`src/core/dpi_pkg.sv`:
```
// package with register map, command codes and timing constants
package dpi_pkg;
	// apb register byte offsets
	localparam logic [7:0] DPI_OFS_CTRL = 8'h00;
	localparam logic [7:0] DPI_OFS_STAT = 8'h04;
	localparam logic [7:0] DPI_OFS_MR = 8'h08;
	localparam logic [7:0] DPI_OFS_EMR1 = 8'h0C;
	localparam logic [7:0] DPI_OFS_EMR2 = 8'h10;
	localparam logic [7:0] DPI_OFS_EMR3 = 8'h14;
	localparam logic [7:0] DPI_OFS_STEP = 8'h18;
	// control field positions
	localparam int DPI_CTRL_START = 0;
	localparam int DPI_CTRL_OCD_SKIP = 1;
	// status field positions
	localparam int DPI_STAT_BUSY = 0;
	localparam int DPI_STAT_DONE = 1;
	// reset values of the mode images and the control register
	localparam logic [13:0] DPI_MR_RST = 14'h0_000;
	localparam logic [13:0] DPI_EMR_RST = 14'h0_000;
	localparam logic [31:0] DPI_CTRL_RST = 32'h0000_0000;
	// address bit positions that carry meaning in the sequence
	localparam int DPI_A_DLL_DIS = 0;
	localparam int DPI_A_DLL_RST = 8;
	localparam int DPI_A_PRE_ALL = 10;
	localparam int DPI_A_OCD_LO = 7;
	localparam int DPI_A_TOP = 13;
	// command codes {cs_n, ras_n, cas_n, we_n}
	localparam logic [3:0] DPI_CMD_NOP = 4'h7;
	localparam logic [3:0] DPI_CMD_DESEL = 4'hF;
	localparam logic [3:0] DPI_CMD_PRE = 4'h2;
	localparam logic [3:0] DPI_CMD_REF = 4'h1;
	localparam logic [3:0] DPI_CMD_MRS = 4'h0;
	// bank codes of the mode registers
	localparam logic [2:0] DPI_BA_MR = 3'h0;
	localparam logic [2:0] DPI_BA_EMR1 = 3'h1;
	localparam logic [2:0] DPI_BA_EMR2 = 3'h2;
	localparam logic [2:0] DPI_BA_EMR3 = 3'h3;
	// timing
	localparam int DPI_CLK_PS = 4000;
	localparam int DPI_T_STABLE_US = 200;
	localparam int DPI_T_CKE_NS = 400;
	localparam int DPI_T_OCD_CLK = 200;
	localparam int DPI_T_MRD_CLK = 2;
	localparam int DPI_T_RP_NS = 15;
	localparam int DPI_T_RFC_NS = 128;
	localparam int DPI_N_REF = 2;
	// ceiling division of a time in ps by the clock period
	function automatic int dpi_cyc(input int t_ps);
		dpi_cyc = (t_ps + DPI_CLK_PS - 1) / DPI_CLK_PS;
		if (dpi_cyc < 1) begin
			dpi_cyc = 1;
		end
	endfunction
	localparam int DPI_STABLE_CYC = dpi_cyc(DPI_T_STABLE_US * 1000 * 1000);
	localparam int DPI_CKE_CYC = dpi_cyc(DPI_T_CKE_NS * 1000);
	localparam int DPI_RP_CYC = dpi_cyc(DPI_T_RP_NS * 1000);
	localparam int DPI_RFC_CYC = dpi_cyc(DPI_T_RFC_NS * 1000);
endpackage

```
`src/core/dpi_wait.sv`:
```
// down counter timing the gap after each issued command
`timescale 1ns/1ps
module dpi_wait #(
	parameter int W = 16
) (
	// clock and reset
	input wire logic clk_sys,
	input wire logic srst,
	// load request with the wait length
	input wire logic load,
	input wire logic [W-1:0] len,
	// high once the wait has run out
	output logic idle
);
	logic [W-1:0] cnt_q; // cycles still to wait

	// load, then count to zero
	always_ff @(posedge clk_sys) begin
		if (srst) begin
			cnt_q <= '0;
		end else if (load) begin
			cnt_q <= len;
		end else if (cnt_q != '0) begin
			cnt_q <= cnt_q - 1'b1;
		end
	end

	// registered idle flag, valid one cycle after load
	always_ff @(posedge clk_sys) begin
		if (srst) begin
			idle <= 1'b1;
		end else begin
			idle <= !load && (cnt_q <= 1);
		end
	end
endmodule

```
`src/core/dpi_ctrl.sv`:
```
// ddr2 power-up initialisation controller with apb register port
//
// The implementer's own choices: the APB slave port and the address map.
`timescale 1ns/1ps
module dpi_ctrl
	import dpi_pkg::*;
#(
	parameter int STABLE_CYC = DPI_STABLE_CYC
) (
	// clock and reset
	input wire logic clk_sys,
	input wire logic srst,
	// apb slave
	input wire logic psel,
	input wire logic penable,
	input wire logic pwrite,
	input wire logic [7:0] paddr,
	input wire logic [31:0] pwdata,
	output logic [31:0] prdata,
	output logic pready,
	output logic pslverr,
	// memory pins
	output logic mem_cke,
	output logic mem_odt,
	output logic mem_cs_n,
	output logic mem_ras_n,
	output logic mem_cas_n,
	output logic mem_we_n,
	output logic [2:0] mem_ba,
	output logic [13:0] mem_addr
);
	import dpi_pkg::*;

	typedef enum {
		ST_IDLE, ST_STABLE, ST_CKE, ST_PRE1, ST_EMR2, ST_EMR3,
		ST_EMR1, ST_DLLRST, ST_PRE2, ST_REF, ST_MR, ST_OCDWAIT,
		ST_OCDDEF, ST_OCDEXIT, ST_DONE
	} dpi_st_t;

	dpi_st_t st_q; // sequencer state
	logic [13:0] mr_q, emr1_q, emr2_q, emr3_q; // software mode images
	logic start_q; // start request, cleared when taken
	logic ocd_skip_q; // run default/exit pair instead of stopping
	logic done_q; // sequence finished
	logic [1:0] ref_q; // refreshes issued
	logic [7:0] ocd_cnt_q; // clocks since dll reset
	logic [23:0] stable_q; // clock stable counter
	logic [7:0] cke_age_q; // clocks since cke went high, saturating
	logic wt_load; // start a post-command wait
	logic [15:0] wt_len; // length of that wait
	logic wt_idle; // wait finished
	logic busy; // sequence running
	logic acc; // apb access phase

	assign busy = (st_q != ST_IDLE) && (st_q != ST_DONE);
	assign acc = psel && penable;

	// gap timer between commands
	dpi_wait #(.W(16)) u_wait (
		.clk_sys(clk_sys),
		.srst(srst),
		.load(wt_load),
		.len(wt_len),
		.idle(wt_idle)
	);

	// issue a command: drives pins for one cycle
	function automatic logic [20:0] cmd(input logic [3:0] c,
		input logic [2:0] ba, input logic [13:0] a);
		cmd = {c, ba, a};
	endfunction

	// apb: zero wait state, unmapped offsets raise pslverr
	always_ff @(posedge clk_sys) begin
		if (srst) begin
			pready <= 1'b0;
			pslverr <= 1'b0;
			prdata <= 32'h0000_0000;
		end else begin
			pready <= psel && !penable;
			pslverr <= 1'b0;
			prdata <= 32'h0000_0000;
			if (psel && !penable) begin
				case (paddr)
				DPI_OFS_CTRL: prdata <= {30'h0, ocd_skip_q, start_q};
				DPI_OFS_STAT: prdata <= {30'h0, done_q, busy};
				DPI_OFS_MR: prdata <= {18'h0, mr_q};
				DPI_OFS_EMR1: prdata <= {18'h0, emr1_q};
				DPI_OFS_EMR2: prdata <= {18'h0, emr2_q};
				DPI_OFS_EMR3: prdata <= {18'h0, emr3_q};
				DPI_OFS_STEP: prdata <= {28'h0, 4'(st_q)};
				default: pslverr <= 1'b1;
				endcase
			end
		end
	end

	// software registers; images change only while idle or done
	always_ff @(posedge clk_sys) begin
		if (srst) begin
			start_q <= 1'b0;
			ocd_skip_q <= DPI_CTRL_RST[DPI_CTRL_OCD_SKIP];
			mr_q <= DPI_MR_RST;
			emr1_q <= DPI_EMR_RST;
			emr2_q <= DPI_EMR_RST;
			emr3_q <= DPI_EMR_RST;
		end else begin
			if (st_q == ST_STABLE) begin
				start_q <= 1'b0;
			end
			if (acc && pready && pwrite && !busy) begin
				case (paddr)
				DPI_OFS_CTRL: begin
					start_q <= pwdata[DPI_CTRL_START];
					ocd_skip_q <= pwdata[DPI_CTRL_OCD_SKIP];
				end
				DPI_OFS_MR: mr_q <= pwdata[13:0];
				DPI_OFS_EMR1: emr1_q <= pwdata[13:0];
				DPI_OFS_EMR2: emr2_q <= pwdata[13:0];
				DPI_OFS_EMR3: emr3_q <= pwdata[13:0];
				default: ;
				endcase
			end
		end
	end

	// clock stable, dll-reset age and cke age counters
	always_ff @(posedge clk_sys) begin
		if (srst || st_q == ST_IDLE) begin
			stable_q <= '0;
		end else if (st_q == ST_STABLE) begin
			stable_q <= stable_q + 1'b1;
		end
		if (srst || st_q == ST_DLLRST) begin
			ocd_cnt_q <= '0;
		end else if (ocd_cnt_q != 8'hFF) begin
			ocd_cnt_q <= ocd_cnt_q + 1'b1;
		end
		if (srst || !mem_cke) begin
			cke_age_q <= '0;
		end else if (cke_age_q != 8'hFF) begin
			cke_age_q <= cke_age_q + 1'b1;
		end
	end

	// sequencer and pin drive
	always_ff @(posedge clk_sys) begin
		if (srst) begin
			st_q <= ST_IDLE;
			mem_cke <= 1'b0;
			mem_odt <= 1'b0;
			{mem_cs_n, mem_ras_n, mem_cas_n, mem_we_n, mem_ba, mem_addr}
				<= cmd(DPI_CMD_DESEL, 3'h0, 14'h0);
			ref_q <= '0;
			done_q <= 1'b0;
			wt_load <= 1'b0;
			wt_len <= '0;
		end else begin
			wt_load <= 1'b0;
			// default to nop between commands
			{mem_cs_n, mem_ras_n, mem_cas_n, mem_we_n, mem_ba, mem_addr}
				<= cmd(DPI_CMD_NOP, 3'h0, 14'h0);
			mem_odt <= 1'b0;
			case (st_q)
			ST_IDLE: begin
				if (start_q) begin
					st_q <= ST_STABLE;
					done_q <= 1'b0;
					mem_cke <= 1'b0;
				end
			end
			ST_STABLE: begin
				if (stable_q >= 24'(STABLE_CYC)) begin
					mem_cke <= 1'b1;
					wt_load <= 1'b1;
					wt_len <= 16'(DPI_CKE_CYC);
					st_q <= ST_CKE;
				end
			end
			ST_CKE: begin
				if (wt_idle && !wt_load) begin
					{mem_cs_n, mem_ras_n, mem_cas_n, mem_we_n, mem_ba,
						mem_addr} <= cmd(DPI_CMD_PRE, 3'h0,
						14'(1 << DPI_A_PRE_ALL));
					wt_load <= 1'b1;
					wt_len <= 16'(DPI_RP_CYC);
					st_q <= ST_PRE1;
				end
			end
			ST_PRE1, ST_EMR2, ST_EMR3, ST_EMR1, ST_DLLRST, ST_PRE2,
			ST_REF, ST_MR, ST_OCDWAIT, ST_OCDDEF, ST_OCDEXIT: begin
				if (wt_idle && !wt_load) begin
					wt_load <= 1'b1;
					wt_len <= 16'(DPI_T_MRD_CLK);
					case (st_q)
					ST_PRE1: begin
						{mem_cs_n, mem_ras_n, mem_cas_n, mem_we_n, mem_ba,
							mem_addr} <= cmd(DPI_CMD_MRS, DPI_BA_EMR2,
							emr2_q);
						st_q <= ST_EMR2;
					end
					ST_EMR2: begin
						{mem_cs_n, mem_ras_n, mem_cas_n, mem_we_n, mem_ba,
							mem_addr} <= cmd(DPI_CMD_MRS, DPI_BA_EMR3,
							emr3_q);
						st_q <= ST_EMR3;
					end
					ST_EMR3: begin
						// dll on, ocd field cleared, top bit low
						{mem_cs_n, mem_ras_n, mem_cas_n, mem_we_n, mem_ba,
							mem_addr} <= cmd(DPI_CMD_MRS, DPI_BA_EMR1,
							emr1_q & 14'h1C7E);
						st_q <= ST_EMR1;
					end
					ST_EMR1: begin
						{mem_cs_n, mem_ras_n, mem_cas_n, mem_we_n, mem_ba,
							mem_addr} <= cmd(DPI_CMD_MRS, DPI_BA_MR,
							(mr_q & 14'h1FFF) | 14'h0100);
						st_q <= ST_DLLRST;
					end
					ST_DLLRST: begin
						{mem_cs_n, mem_ras_n, mem_cas_n, mem_we_n, mem_ba,
							mem_addr} <= cmd(DPI_CMD_PRE, 3'h0,
							14'(1 << DPI_A_PRE_ALL));
						wt_len <= 16'(DPI_RP_CYC);
						ref_q <= '0;
						st_q <= ST_PRE2;
					end
					ST_PRE2, ST_REF: begin
						if (ref_q < 2'(DPI_N_REF)) begin
							{mem_cs_n, mem_ras_n, mem_cas_n, mem_we_n, mem_ba,
								mem_addr} <= cmd(DPI_CMD_REF, 3'h0,
								14'h0);
							wt_len <= 16'(DPI_RFC_CYC);
							ref_q <= ref_q + 1'b1;
							st_q <= ST_REF;
						end else begin
							{mem_cs_n, mem_ras_n, mem_cas_n, mem_we_n, mem_ba,
								mem_addr} <= cmd(DPI_CMD_MRS, DPI_BA_MR,
								mr_q & 14'h1EFF);
							st_q <= ST_MR;
						end
					end
					ST_MR: begin
						wt_load <= 1'b0;
						st_q <= ocd_skip_q ? ST_OCDWAIT : ST_DONE;
					end
					ST_OCDWAIT: begin
						wt_load <= 1'b0;
						if (ocd_cnt_q >= 8'(DPI_T_OCD_CLK)) begin
							wt_load <= 1'b1;
							{mem_cs_n, mem_ras_n, mem_cas_n, mem_we_n, mem_ba,
								mem_addr} <= cmd(DPI_CMD_MRS, DPI_BA_EMR1,
								(emr1_q & 14'h1C7E) | 14'h0380);
							st_q <= ST_OCDDEF;
						end
					end
					ST_OCDDEF: begin
						{mem_cs_n, mem_ras_n, mem_cas_n, mem_we_n, mem_ba,
							mem_addr} <= cmd(DPI_CMD_MRS, DPI_BA_EMR1,
							emr1_q & 14'h1C7E);
						st_q <= ST_OCDEXIT;
					end
					default: begin
						wt_load <= 1'b0;
						st_q <= ST_DONE;
					end
					endcase
				end
			end
			ST_DONE: begin
				done_q <= 1'b1;
				if (start_q) begin
					st_q <= ST_IDLE; // re-init keeps array data
				end
			end
			default: st_q <= ST_IDLE;
			endcase
		end
	end

	// assertions
	a_odt_low: assert property (@(posedge clk_sys)
		disable iff (srst) mem_odt == 1'b0) else $error("odt driven high");
	a_cke_stable: assert property (@(posedge clk_sys)
		disable iff (srst) $rose(mem_cke) |-> $past(st_q) == ST_STABLE
		&& $past(stable_q) >= 24'(STABLE_CYC))
		else $error("cke rose early");
	a_cke_nop: assert property (@(posedge clk_sys)
		disable iff (srst) $rose(mem_cke) |-> mem_ras_n && mem_cas_n
		&& mem_we_n && !mem_cs_n) else $error("cke rose without nop");
	a_cke_gap: assert property (@(posedge clk_sys)
		disable iff (srst) !mem_cs_n && !(mem_ras_n && mem_cas_n
		&& mem_we_n) |-> cke_age_q >= 8'(DPI_CKE_CYC))
		else $error("command too soon after cke");
	a_emr2_ba: assert property (@(posedge clk_sys)
		disable iff (srst) $rose(st_q == ST_EMR2) |-> mem_ba == DPI_BA_EMR2)
		else $error("emr2 bank wrong");
	a_emr3_ba: assert property (@(posedge clk_sys)
		disable iff (srst) $rose(st_q == ST_EMR3) |-> mem_ba == DPI_BA_EMR3)
		else $error("emr3 bank wrong");
	a_dll_en: assert property (@(posedge clk_sys)
		disable iff (srst) $rose(st_q == ST_EMR1) |-> mem_addr[0] == 1'b0
		&& mem_addr[9:7] == 3'h0 && mem_addr[13] == 1'b0)
		else $error("dll enable bits wrong");
	a_dll_rst: assert property (@(posedge clk_sys)
		disable iff (srst) $rose(st_q == ST_DLLRST) |-> mem_addr[8]
		&& mem_ba == 3'h0) else $error("dll reset bit missing");
	a_mr_final: assert property (@(posedge clk_sys)
		disable iff (srst) $rose(st_q == ST_MR) |-> !mem_addr[8]
		&& ref_q == 2'(DPI_N_REF)) else $error("final mrs wrong");
	a_mode_gap: assert property (@(posedge clk_sys)
		disable iff (srst) !mem_cs_n && !mem_ras_n && !mem_cas_n |=>
		mem_ras_n && mem_cas_n && mem_we_n) else $error("tmrd violated");
	c_done: cover property (@(posedge clk_sys) $rose(done_q));
	c_ocd: cover property (@(posedge clk_sys) st_q == ST_OCDEXIT);
	c_reinit: cover property (@(posedge clk_sys)
		st_q == ST_DONE ##1 st_q == ST_IDLE);
endmodule

```
`config.mk`:
```
export PLATFORM = sky130hd
export DESIGN_NAME = dpi_ctrl
export DESIGN_NICKNAME = d
export VERILOG_FILES = /design/src/core/dpi_pkg.sv /design/src/core/dpi_wait.sv /design/src/core/dpi_ctrl.sv
export SDC_FILE = /design/constraint.sdc
export NUM_CORES = 1
export LEC_CHECK = 0
export ABC_AREA = 1
export BUFFER_PORTS_ARGS = -buffer_cell sky130_fd_sc_hd__buf_2
export CORE_UTILIZATION = 62
export CTS_BUF_LIST = sky130_fd_sc_hd__clkbuf_16
export CTS_CLUSTER_DIAMETER = 120
export DETAILED_ROUTE_END_ITERATION = 8
export PLACE_DENSITY = 0.85
export SYNTH_ARGS = -nofsm -noshare
export SYNTH_HDL_FRONTEND = slang
export SYNTH_SLANG_ARGS = --single-unit
```
`constraint.sdc`:
```
create_clock -name clk_sys -period 5.4 [get_ports clk_sys]
set_clock_uncertainty 0.2 [all_clocks]
set_input_delay 0.27 -clock clk_sys [delete_from_list [all_inputs] [get_ports clk_sys]]
set_output_delay 0.27 -clock clk_sys [all_outputs]
set_load 0.02 [all_outputs]
```
==> results.md, run 1 <==
* Final Critical Period at 2520 ps
* Placed Cells at 1273
* Number of global-route vias before repair at 6759
* Hold Path Class: in2reg
* Distinct cell type count after synthesis at 46
* DRC violations left at 0
* Effective utilization at floorplan at 0.636
* Max-cap viol count at 0
* Final net count at 1213
* Detailed Route Iter0 Violations at 613
* Synth Cell Area at 7640 µm²
* Number of antenna-violating nets in the routed design at 0
* Total area of multi-input combinational cells at 3800 µm²
* Cts repair resizes at 0
* Core region area at 12000 µm²
* Total count of hold-check failures in the final report at 0
* Setup-violating endpoint count in the final report at 0
* Clock sink count at 156
* Number of antenna violations at the first check in global routing at 0
* Wire length of the first global-routing pass at 30600 µm
* Post-synth EDFFs at 0
* Final weighted congestion of routability-driven global placement at 0.907
* Buffers from clock root to sink, at most at 2
* Share of post-route cells with drive strength above 1 at 0.120
* P&R area growth vs syn at 12.8%
* Clk pin slew, worst setup/hold paths at 70 ps
* Required @ worst endpoint at 5530 ps
* Pleak at 0.00375 µW
* HPWL after DPL at 11800 µm
* Detailed-route wire length at 18500 µm
* # H-tree levels at 4
* Arrival time of the worst setup path at 2650 ps
* Via Count at 7275
* Number of search-and-repair iterations in the first detailed-routing pass at 6
* Flip-flop cell with the highest count after synthesis: dfxtp_1
* Yosys warns at 0
* Total track usage at 0.300
* Worst setup SP type: register
* Flip-flop and latch count after synthesis at 156
* Latest clock arrival within the worst-skew pair at 440 ps
* F_max at 0.397 GHz
* P per Cell Area at 406 nW/µm²
* Die area at 12800 µm²
* Hold buffer count at CTS at 17
* Worst Setup Path Type: reg2reg
* Synthesized instance count at 1095
* Fraction of registers with async set or reset after synthesis at 0
* Unrepaired setup endpoints after global routing: false
* Relative slew slack at 0.177
* Inserted Diodes at 0
* Largest net degree at the start of global routing at 55
* Post-DR wirelength/cell at 14.0 µm
* Setup crit end kind: register
* Maximum fanout along the worst path at 10
* Result of the run: complete, no violations
* Remaining global-route overflow at 0
* Final hold slack at 113 ps
* Clock tree from TritonCTS: yes
* Worst IR drop on VDD at 0.271 mV
* Row cnt at 40
* Sequential area share after synthesis at 0.409
* Most frequent standard cell in the layout excluding fill and tap cells: nand2_1
* DIE WIDTH at 113 µm
* FILL cells at 949
* CTS Buf Count at 17
* Average instance area after synthesis at 6.98 µm²
* Post-route non-filler standard cell count at 1321
* Height of the die at 113 µm
* I/O Buffers at 63
* Final critical-path share of the clock period at 0.466
* Highest-count cells in the layout ignoring fill and taps: nand2_1, dfxtp_1, nor2_1
* Number of ports placed on the die boundary at 102
* Footprint of the flip-flops and latches at 3120 µm²
* Worst slew pin tran at 1230 ps
* Final Max Tran Viols at 0
* Post-route total power at 3500 µW
* Root Driver: clkbuf_16
* Ratio of routed vias to standard cells at 5.51
* Setup tns final at 0 ps
* Number of setup buffers added after CTS at 0
[report_power, final]
part / leakage [µW] / internal (µW) / switching [µW]
combinational: 0.00221 / 313 / 669
clock: 0.000283 / 678 / 490
sequential: 0.00126 / 1250 / 101
total: 0.00375 / 2240 / 1260
[logic make-up after synthesis]
| kind of cell | count (synthesis) | share of synthesized area |
|---|---|---|
| AOI/OAI and AO/OA | 215 | 0.155 |
| xor gates and xnor gates | 13 | 0.0149 |
| adders and majority gates | 6 | 0.00983 |
| buffers and inverters | 171 | 0.103 |
| DFF | 156 | 0.409 |
| other | 1 | 0.000491 |
| and+or+nand+nor | 533 | 0.308 |
[cell usage after synthesis, types with 8 or more instances]
cell,instances,area share
buf_4,23,0.023
nor3_1,11,0.0072
nand3_1,62,0.041
buf_2,12,0.0079
clkbuf_1,9,0.0044
nand2_1,265,0.13
a211oi_1,8,0.0079
xor2_1,10,0.011
a21oi_1,114,0.075
o21ai_0,71,0.047
dfxtp_1,156,0.41
nor2_1,146,0.072
inv_1,109,0.054
[critical path: stages (launching register included)]
cell	delay, ps
dfxtp_1	650
inv_2	160
nand2_1	160
nor2_1	100
nand3_1	240
nand3_1	480
nand2_1	190
nand4_1	100
nand2_1	80
nand2_1	60
[state kept, by name (all words and copies together) (netlist names), 2 cells and up]
register	cells
mem_ba	2
ref_q	2
emr2_q	14
mr_q	14
stable_q	24
emr1_q	14
st_q	4
u_wait.cnt_q	16
ocd_cnt_q	8
mem_addr	14
emr3_q	14
prdata	14
wt_len	4
[metal layers]
| layer | GRT usage | share of wire | vias up |
|---|---|---|---|
| met5 | 0 | 0 | - |
| met4 | 0.158 | 0.039 | 0 |
| met3 | 0.0809 | 0.075 | 69 |
| met2 | 0.503 | 0.48 | 326 |
| met1 | 0.352 | 0.41 | 3253 |
| li1 | - | - | 3627 |
[through the flow]
step / utilization / instance area [µm²] / setup slack, ps
2_1_floorplan: - / 7710 / 3620
3_3_place_gp: 0.656 / 7880 / 2810
3_5_place_dp: 0.656 / 7880 / 2720
4_1_cts: 0.718 / 8620 / 2970
5_1_grt: 0.718 / 8620 / 2810
6_report: 0.718 / 8620 / 2880
[area by class of cell]
cell class | instances | share of cell area
clock buffer | 17 | 0.0493
clock inverter | 14 | 0.0168
inverter | 118 | 0.0514
multi-input combinational | 787 | 0.441
sequential | 156 | 0.362
tap | 147 | 0.0213
timing repair buffer | 82 | 0.0581
[path summary, 6_finish.rpt]
path / start / to / slack, ps / cells past startpoint
max: st_q[2] / mem_addr[10] / 2880 / 9
min: srst / mem_cs_n / 110 / 2
max reg2reg: st_q[2] / mem_addr[10] / 2880 / 9
min reg2reg: emr1_q[13] / emr1_q[13] / 240 / 2
Note: power is estimated with default switching activity, not from simulation.
==> inputs of run 2 (changes only) <==
--- a/config.mk
+++ b/config.mk
@@ -7,11 +7,11 @@
 export LEC_CHECK = 0
 export ABC_AREA = 1
 export BUFFER_PORTS_ARGS = -buffer_cell sky130_fd_sc_hd__buf_2
-export CORE_UTILIZATION = 62
+export CORE_UTILIZATION = 52
 export CTS_BUF_LIST = sky130_fd_sc_hd__clkbuf_16
 export CTS_CLUSTER_DIAMETER = 120
 export DETAILED_ROUTE_END_ITERATION = 8
-export PLACE_DENSITY = 0.85
+export PLACE_DENSITY = 0.76
 export SYNTH_ARGS = -nofsm -noshare
 export SYNTH_HDL_FRONTEND = slang
 export SYNTH_SLANG_ARGS = --single-unit
==> constraint.sdc (replaced) <==
create_clock -name clk_sys -period 2.25 [get_ports clk_sys]
set_clock_uncertainty 0.2 [all_clocks]
set_input_delay 0.1125 -clock clk_sys [delete_from_list [all_inputs] [get_ports clk_sys]]
set_output_delay 0.1125 -clock clk_sys [all_outputs]
set_load 0.02 [all_outputs]
==> run 2 against run 1 <==
Effect of this change: utilization fell by 9.1 points; cell count rose by 4.2%; count of clock-buffer cells in the layout did not move; largest cell class unchanged; sequential power rose by 130%; clock power rose by 140%; critical path depth did not move.
==> results.md, run 2 (same netlist as run 1, synthesis figures left out) <==
* Largest net degree at the start of global routing at 45 (-18%)
* Biggest register: stable_q
* Setup-violating endpoint count in the final report at 0 (unchanged)
* Clock sink count at 156 (unchanged)
* Via Count at 7222 (-0.73%)
* Setup tns final at 0 ps (unchanged)
* Clk pin slew, worst setup/hold paths at 70 ps (about the same)
* Number of ports placed on the die boundary at 102 (unchanged)
* Post-DP Area at 8080 µm² (+2.5%)
* I/O Buffers at 63 (unchanged)
* Maximum fanout along the worst path at 28 (+18)
* Hold Path Class: in2reg
* Cell-internal power at 5370 µW (+140%)
* Arrival time of the worst setup path at 2170 ps (-480 ps)
* Die area at 15200 µm² (+19%)
* Clock tree from TritonCTS: yes
* Row cnt at 43 (+7.5%)
* Registers with the most flip-flops: stable_q x24, u_wait.cnt_q x16
* Highest-count cells in the layout ignoring fill and taps: nand2_1, dfxtp_1, nor2_1
* Post-route total power at 8470 µW (+140%)
* Number of antenna-violating nets in the routed design at 0 (unchanged)
* Max reg flops at 24 (unchanged)
* Ratio of routed vias to standard cells at 5.24 (-4.8%)
* Sequential Power Share at 0.374 (-0.012)
* Net switching share of the total power at 0.366 (+0.00578)
* Detailed Route Iter0 Violations at 596 (-2.8%)
* Final Max Tran Viols at 0 (unchanged)
* Number of global-route vias before repair at 6783 (+0.36%)
* Final critical-path share of the clock period at 0.902 (+0.436)
* FILL cells at 1295 (+36%)
* P&R area growth vs syn at 15.7%
* Critical hold path startpoint: paddr[3]
* Worst slew pin tran at 594 ps (-636 ps)
* Inserted Diodes at 0 (unchanged)
* Most frequent standard cell in the layout excluding fill and tap cells: nand2_1
* HPWL after DPL at 12600 µm (+7.0%)
* Unrepaired setup endpoints after global routing: false
* Setup slack of the critical path after layout at 220 ps (-2660 ps)
* Net load switching power at 3100 µW (+150%)
* CTS Buf Count at 17 (unchanged)
* Number of stages on the worst hold path at 6 (+4)
* Depth of the most critical reg-to-reg path at 9 (unchanged)
* P per Cell Area at 958 nW/µm² (+140%)
* Max-cap viol count at 0 (unchanged)
* Required @ worst endpoint at 2400 ps (-3130 ps)
* Pleak at 0.00385 µW (+2.7%)
* Root Driver: clkbuf_16
* Setup crit end kind: register
* DRC violations left at 0 (unchanged)
* Buffers from clock root to sink, at most at 2 (unchanged)
* Number of antenna violations at the first check in global routing at 0 (unchanged)
* Post-DR wirelength/cell at 13.6 µm (-2.6%)
* Relative slew slack at 0.603 (+0.427)
* FF-to-FF Start: st_q[1]
* Final weighted congestion of routability-driven global placement at 0.903 (-0.42%)
* Height of the die at 123 µm (+9.0%)
* Total count of hold-check failures in the final report at 0 (unchanged)
* Worst IR drop on VDD at 0.621 mV (+130%)
* Worst setup SP type: register
* Worst Setup Path Type: reg2reg
* Total track usage at 0.262 (-0.0384)
* Final net count at 1236 (+1.9%)
* Effective utilization at floorplan at 0.542 (-0.0941)
* Portion of total power attributed to combinational logic at 0.299 (+0.018)
* Remaining global-route overflow at 0 (unchanged)
* Number of setup buffers added after CTS at 0 (unchanged)
* Worst setup path startpoint: st_q[1]
* Final design area excluding fillers at 8840 µm² (+2.5%)
* Share of post-route cells with drive strength above 1 at 0.137 (+0.0169)
* Number of search-and-repair iterations in the first detailed-routing pass at 5 (-1)
* Core region area at 14100 µm² (+17%)
* Wire length of the first global-routing pass at 30900 µm (+0.95%)
* # H-tree levels at 4 (unchanged)
* Final Critical Period at 2030 ps (-489 ps)
* F_max at 0.493 GHz (+24%)
* DIE WIDTH at 123 µm (+9.0%)
* Result of the run: complete, no violations
* Detailed-route wire length at 18700 µm (+1.5%)
* Power share of the clock group at 0.327 (-0.007)
* Latest clock arrival within the worst-skew pair at 430 ps (about the same)
* Pre-CTS setup slack at 210 ps (-2510 ps)
-- run 2: cell types whose count changed in the layout (fill, tap and decap cells not counted), sizes merged --
cell,previous run,this run
dlygate4sd3,17,19
bufinv,2,1
buf,65,86
clkinvlp,2,3
-- run 2: routing by layer --
layer | wire length (µm) | part of all wire | track usage | vias up
li1 | - | - | - | 3673
met1 | 8230 | 0.44 | 0.312 | 3321
met2 | 9100 | 0.49 | 0.450 | 187
met3 | 891 | 0.048 | 0.0498 | 41
met4 | 513 | 0.027 | 0.127 | 0
met5 | 0 | 0 | 0 | -
-- run 2: power by group through the flow --
stage | registers, µW | clock network [µW] | logic [µW]
after floorplan | 3210 | 0 | 1970
after global placement | 3220 | 0 | 2440
after detailed placement | 3230 | 0 | 2470
after CTS | 3170 | 2800 | 2510
after global routing | 3200 | 2890 | 2870
final | 3170 | 2770 | 2530
-- run 2: worst max-delay path: stages, from the launching register on --
cell and delay (ps):
dfxtp_1 460, buf_4 190, nand2_2 90, nor2_4 110, inv_2 60, nand2_4 100, nand2_8 100, nor2_8 360
nor2_1 80, a211oi_1 180
-- run 2: area by class of cell --
cell class | instances | area, µm² | area share
inverter | 118 | 443 | 0.0501
tap | 180 | 225 | 0.0255
clock inverter | 14 | 136 | 0.0154
clock buffer | 17 | 425 | 0.0481
sequential | 156 | 3120 | 0.353
timing repair buffer | 105 | 678 | 0.0767
multi-input combinational | 787 | 3800 | 0.431
-- run 2: final timing paths --
kind           endpoint  slack (ps)
max             mr_q[6]         220
min          ocd_skip_q          80
max reg2reg     mr_q[6]         220
min reg2reg   emr1_q[8]         250
-- run 2: stage by stage --
stage	hold WS [ps]	std cells	utilization
after global routing	171	1377	0.627
after floorplan	-59.8	1114	-
final	83.6	1377	0.627
after global placement	93.3	1327	0.573
after CTS	65.1	1377	0.626
after detailed placement	95.3	1327	0.573
-- run 2: timing repair --
item,CTS,global route
endpoints found under the setup margin,0,4
hold buffers,19,0
endpoints found under the hold margin,62,0
resized for setup,0,1
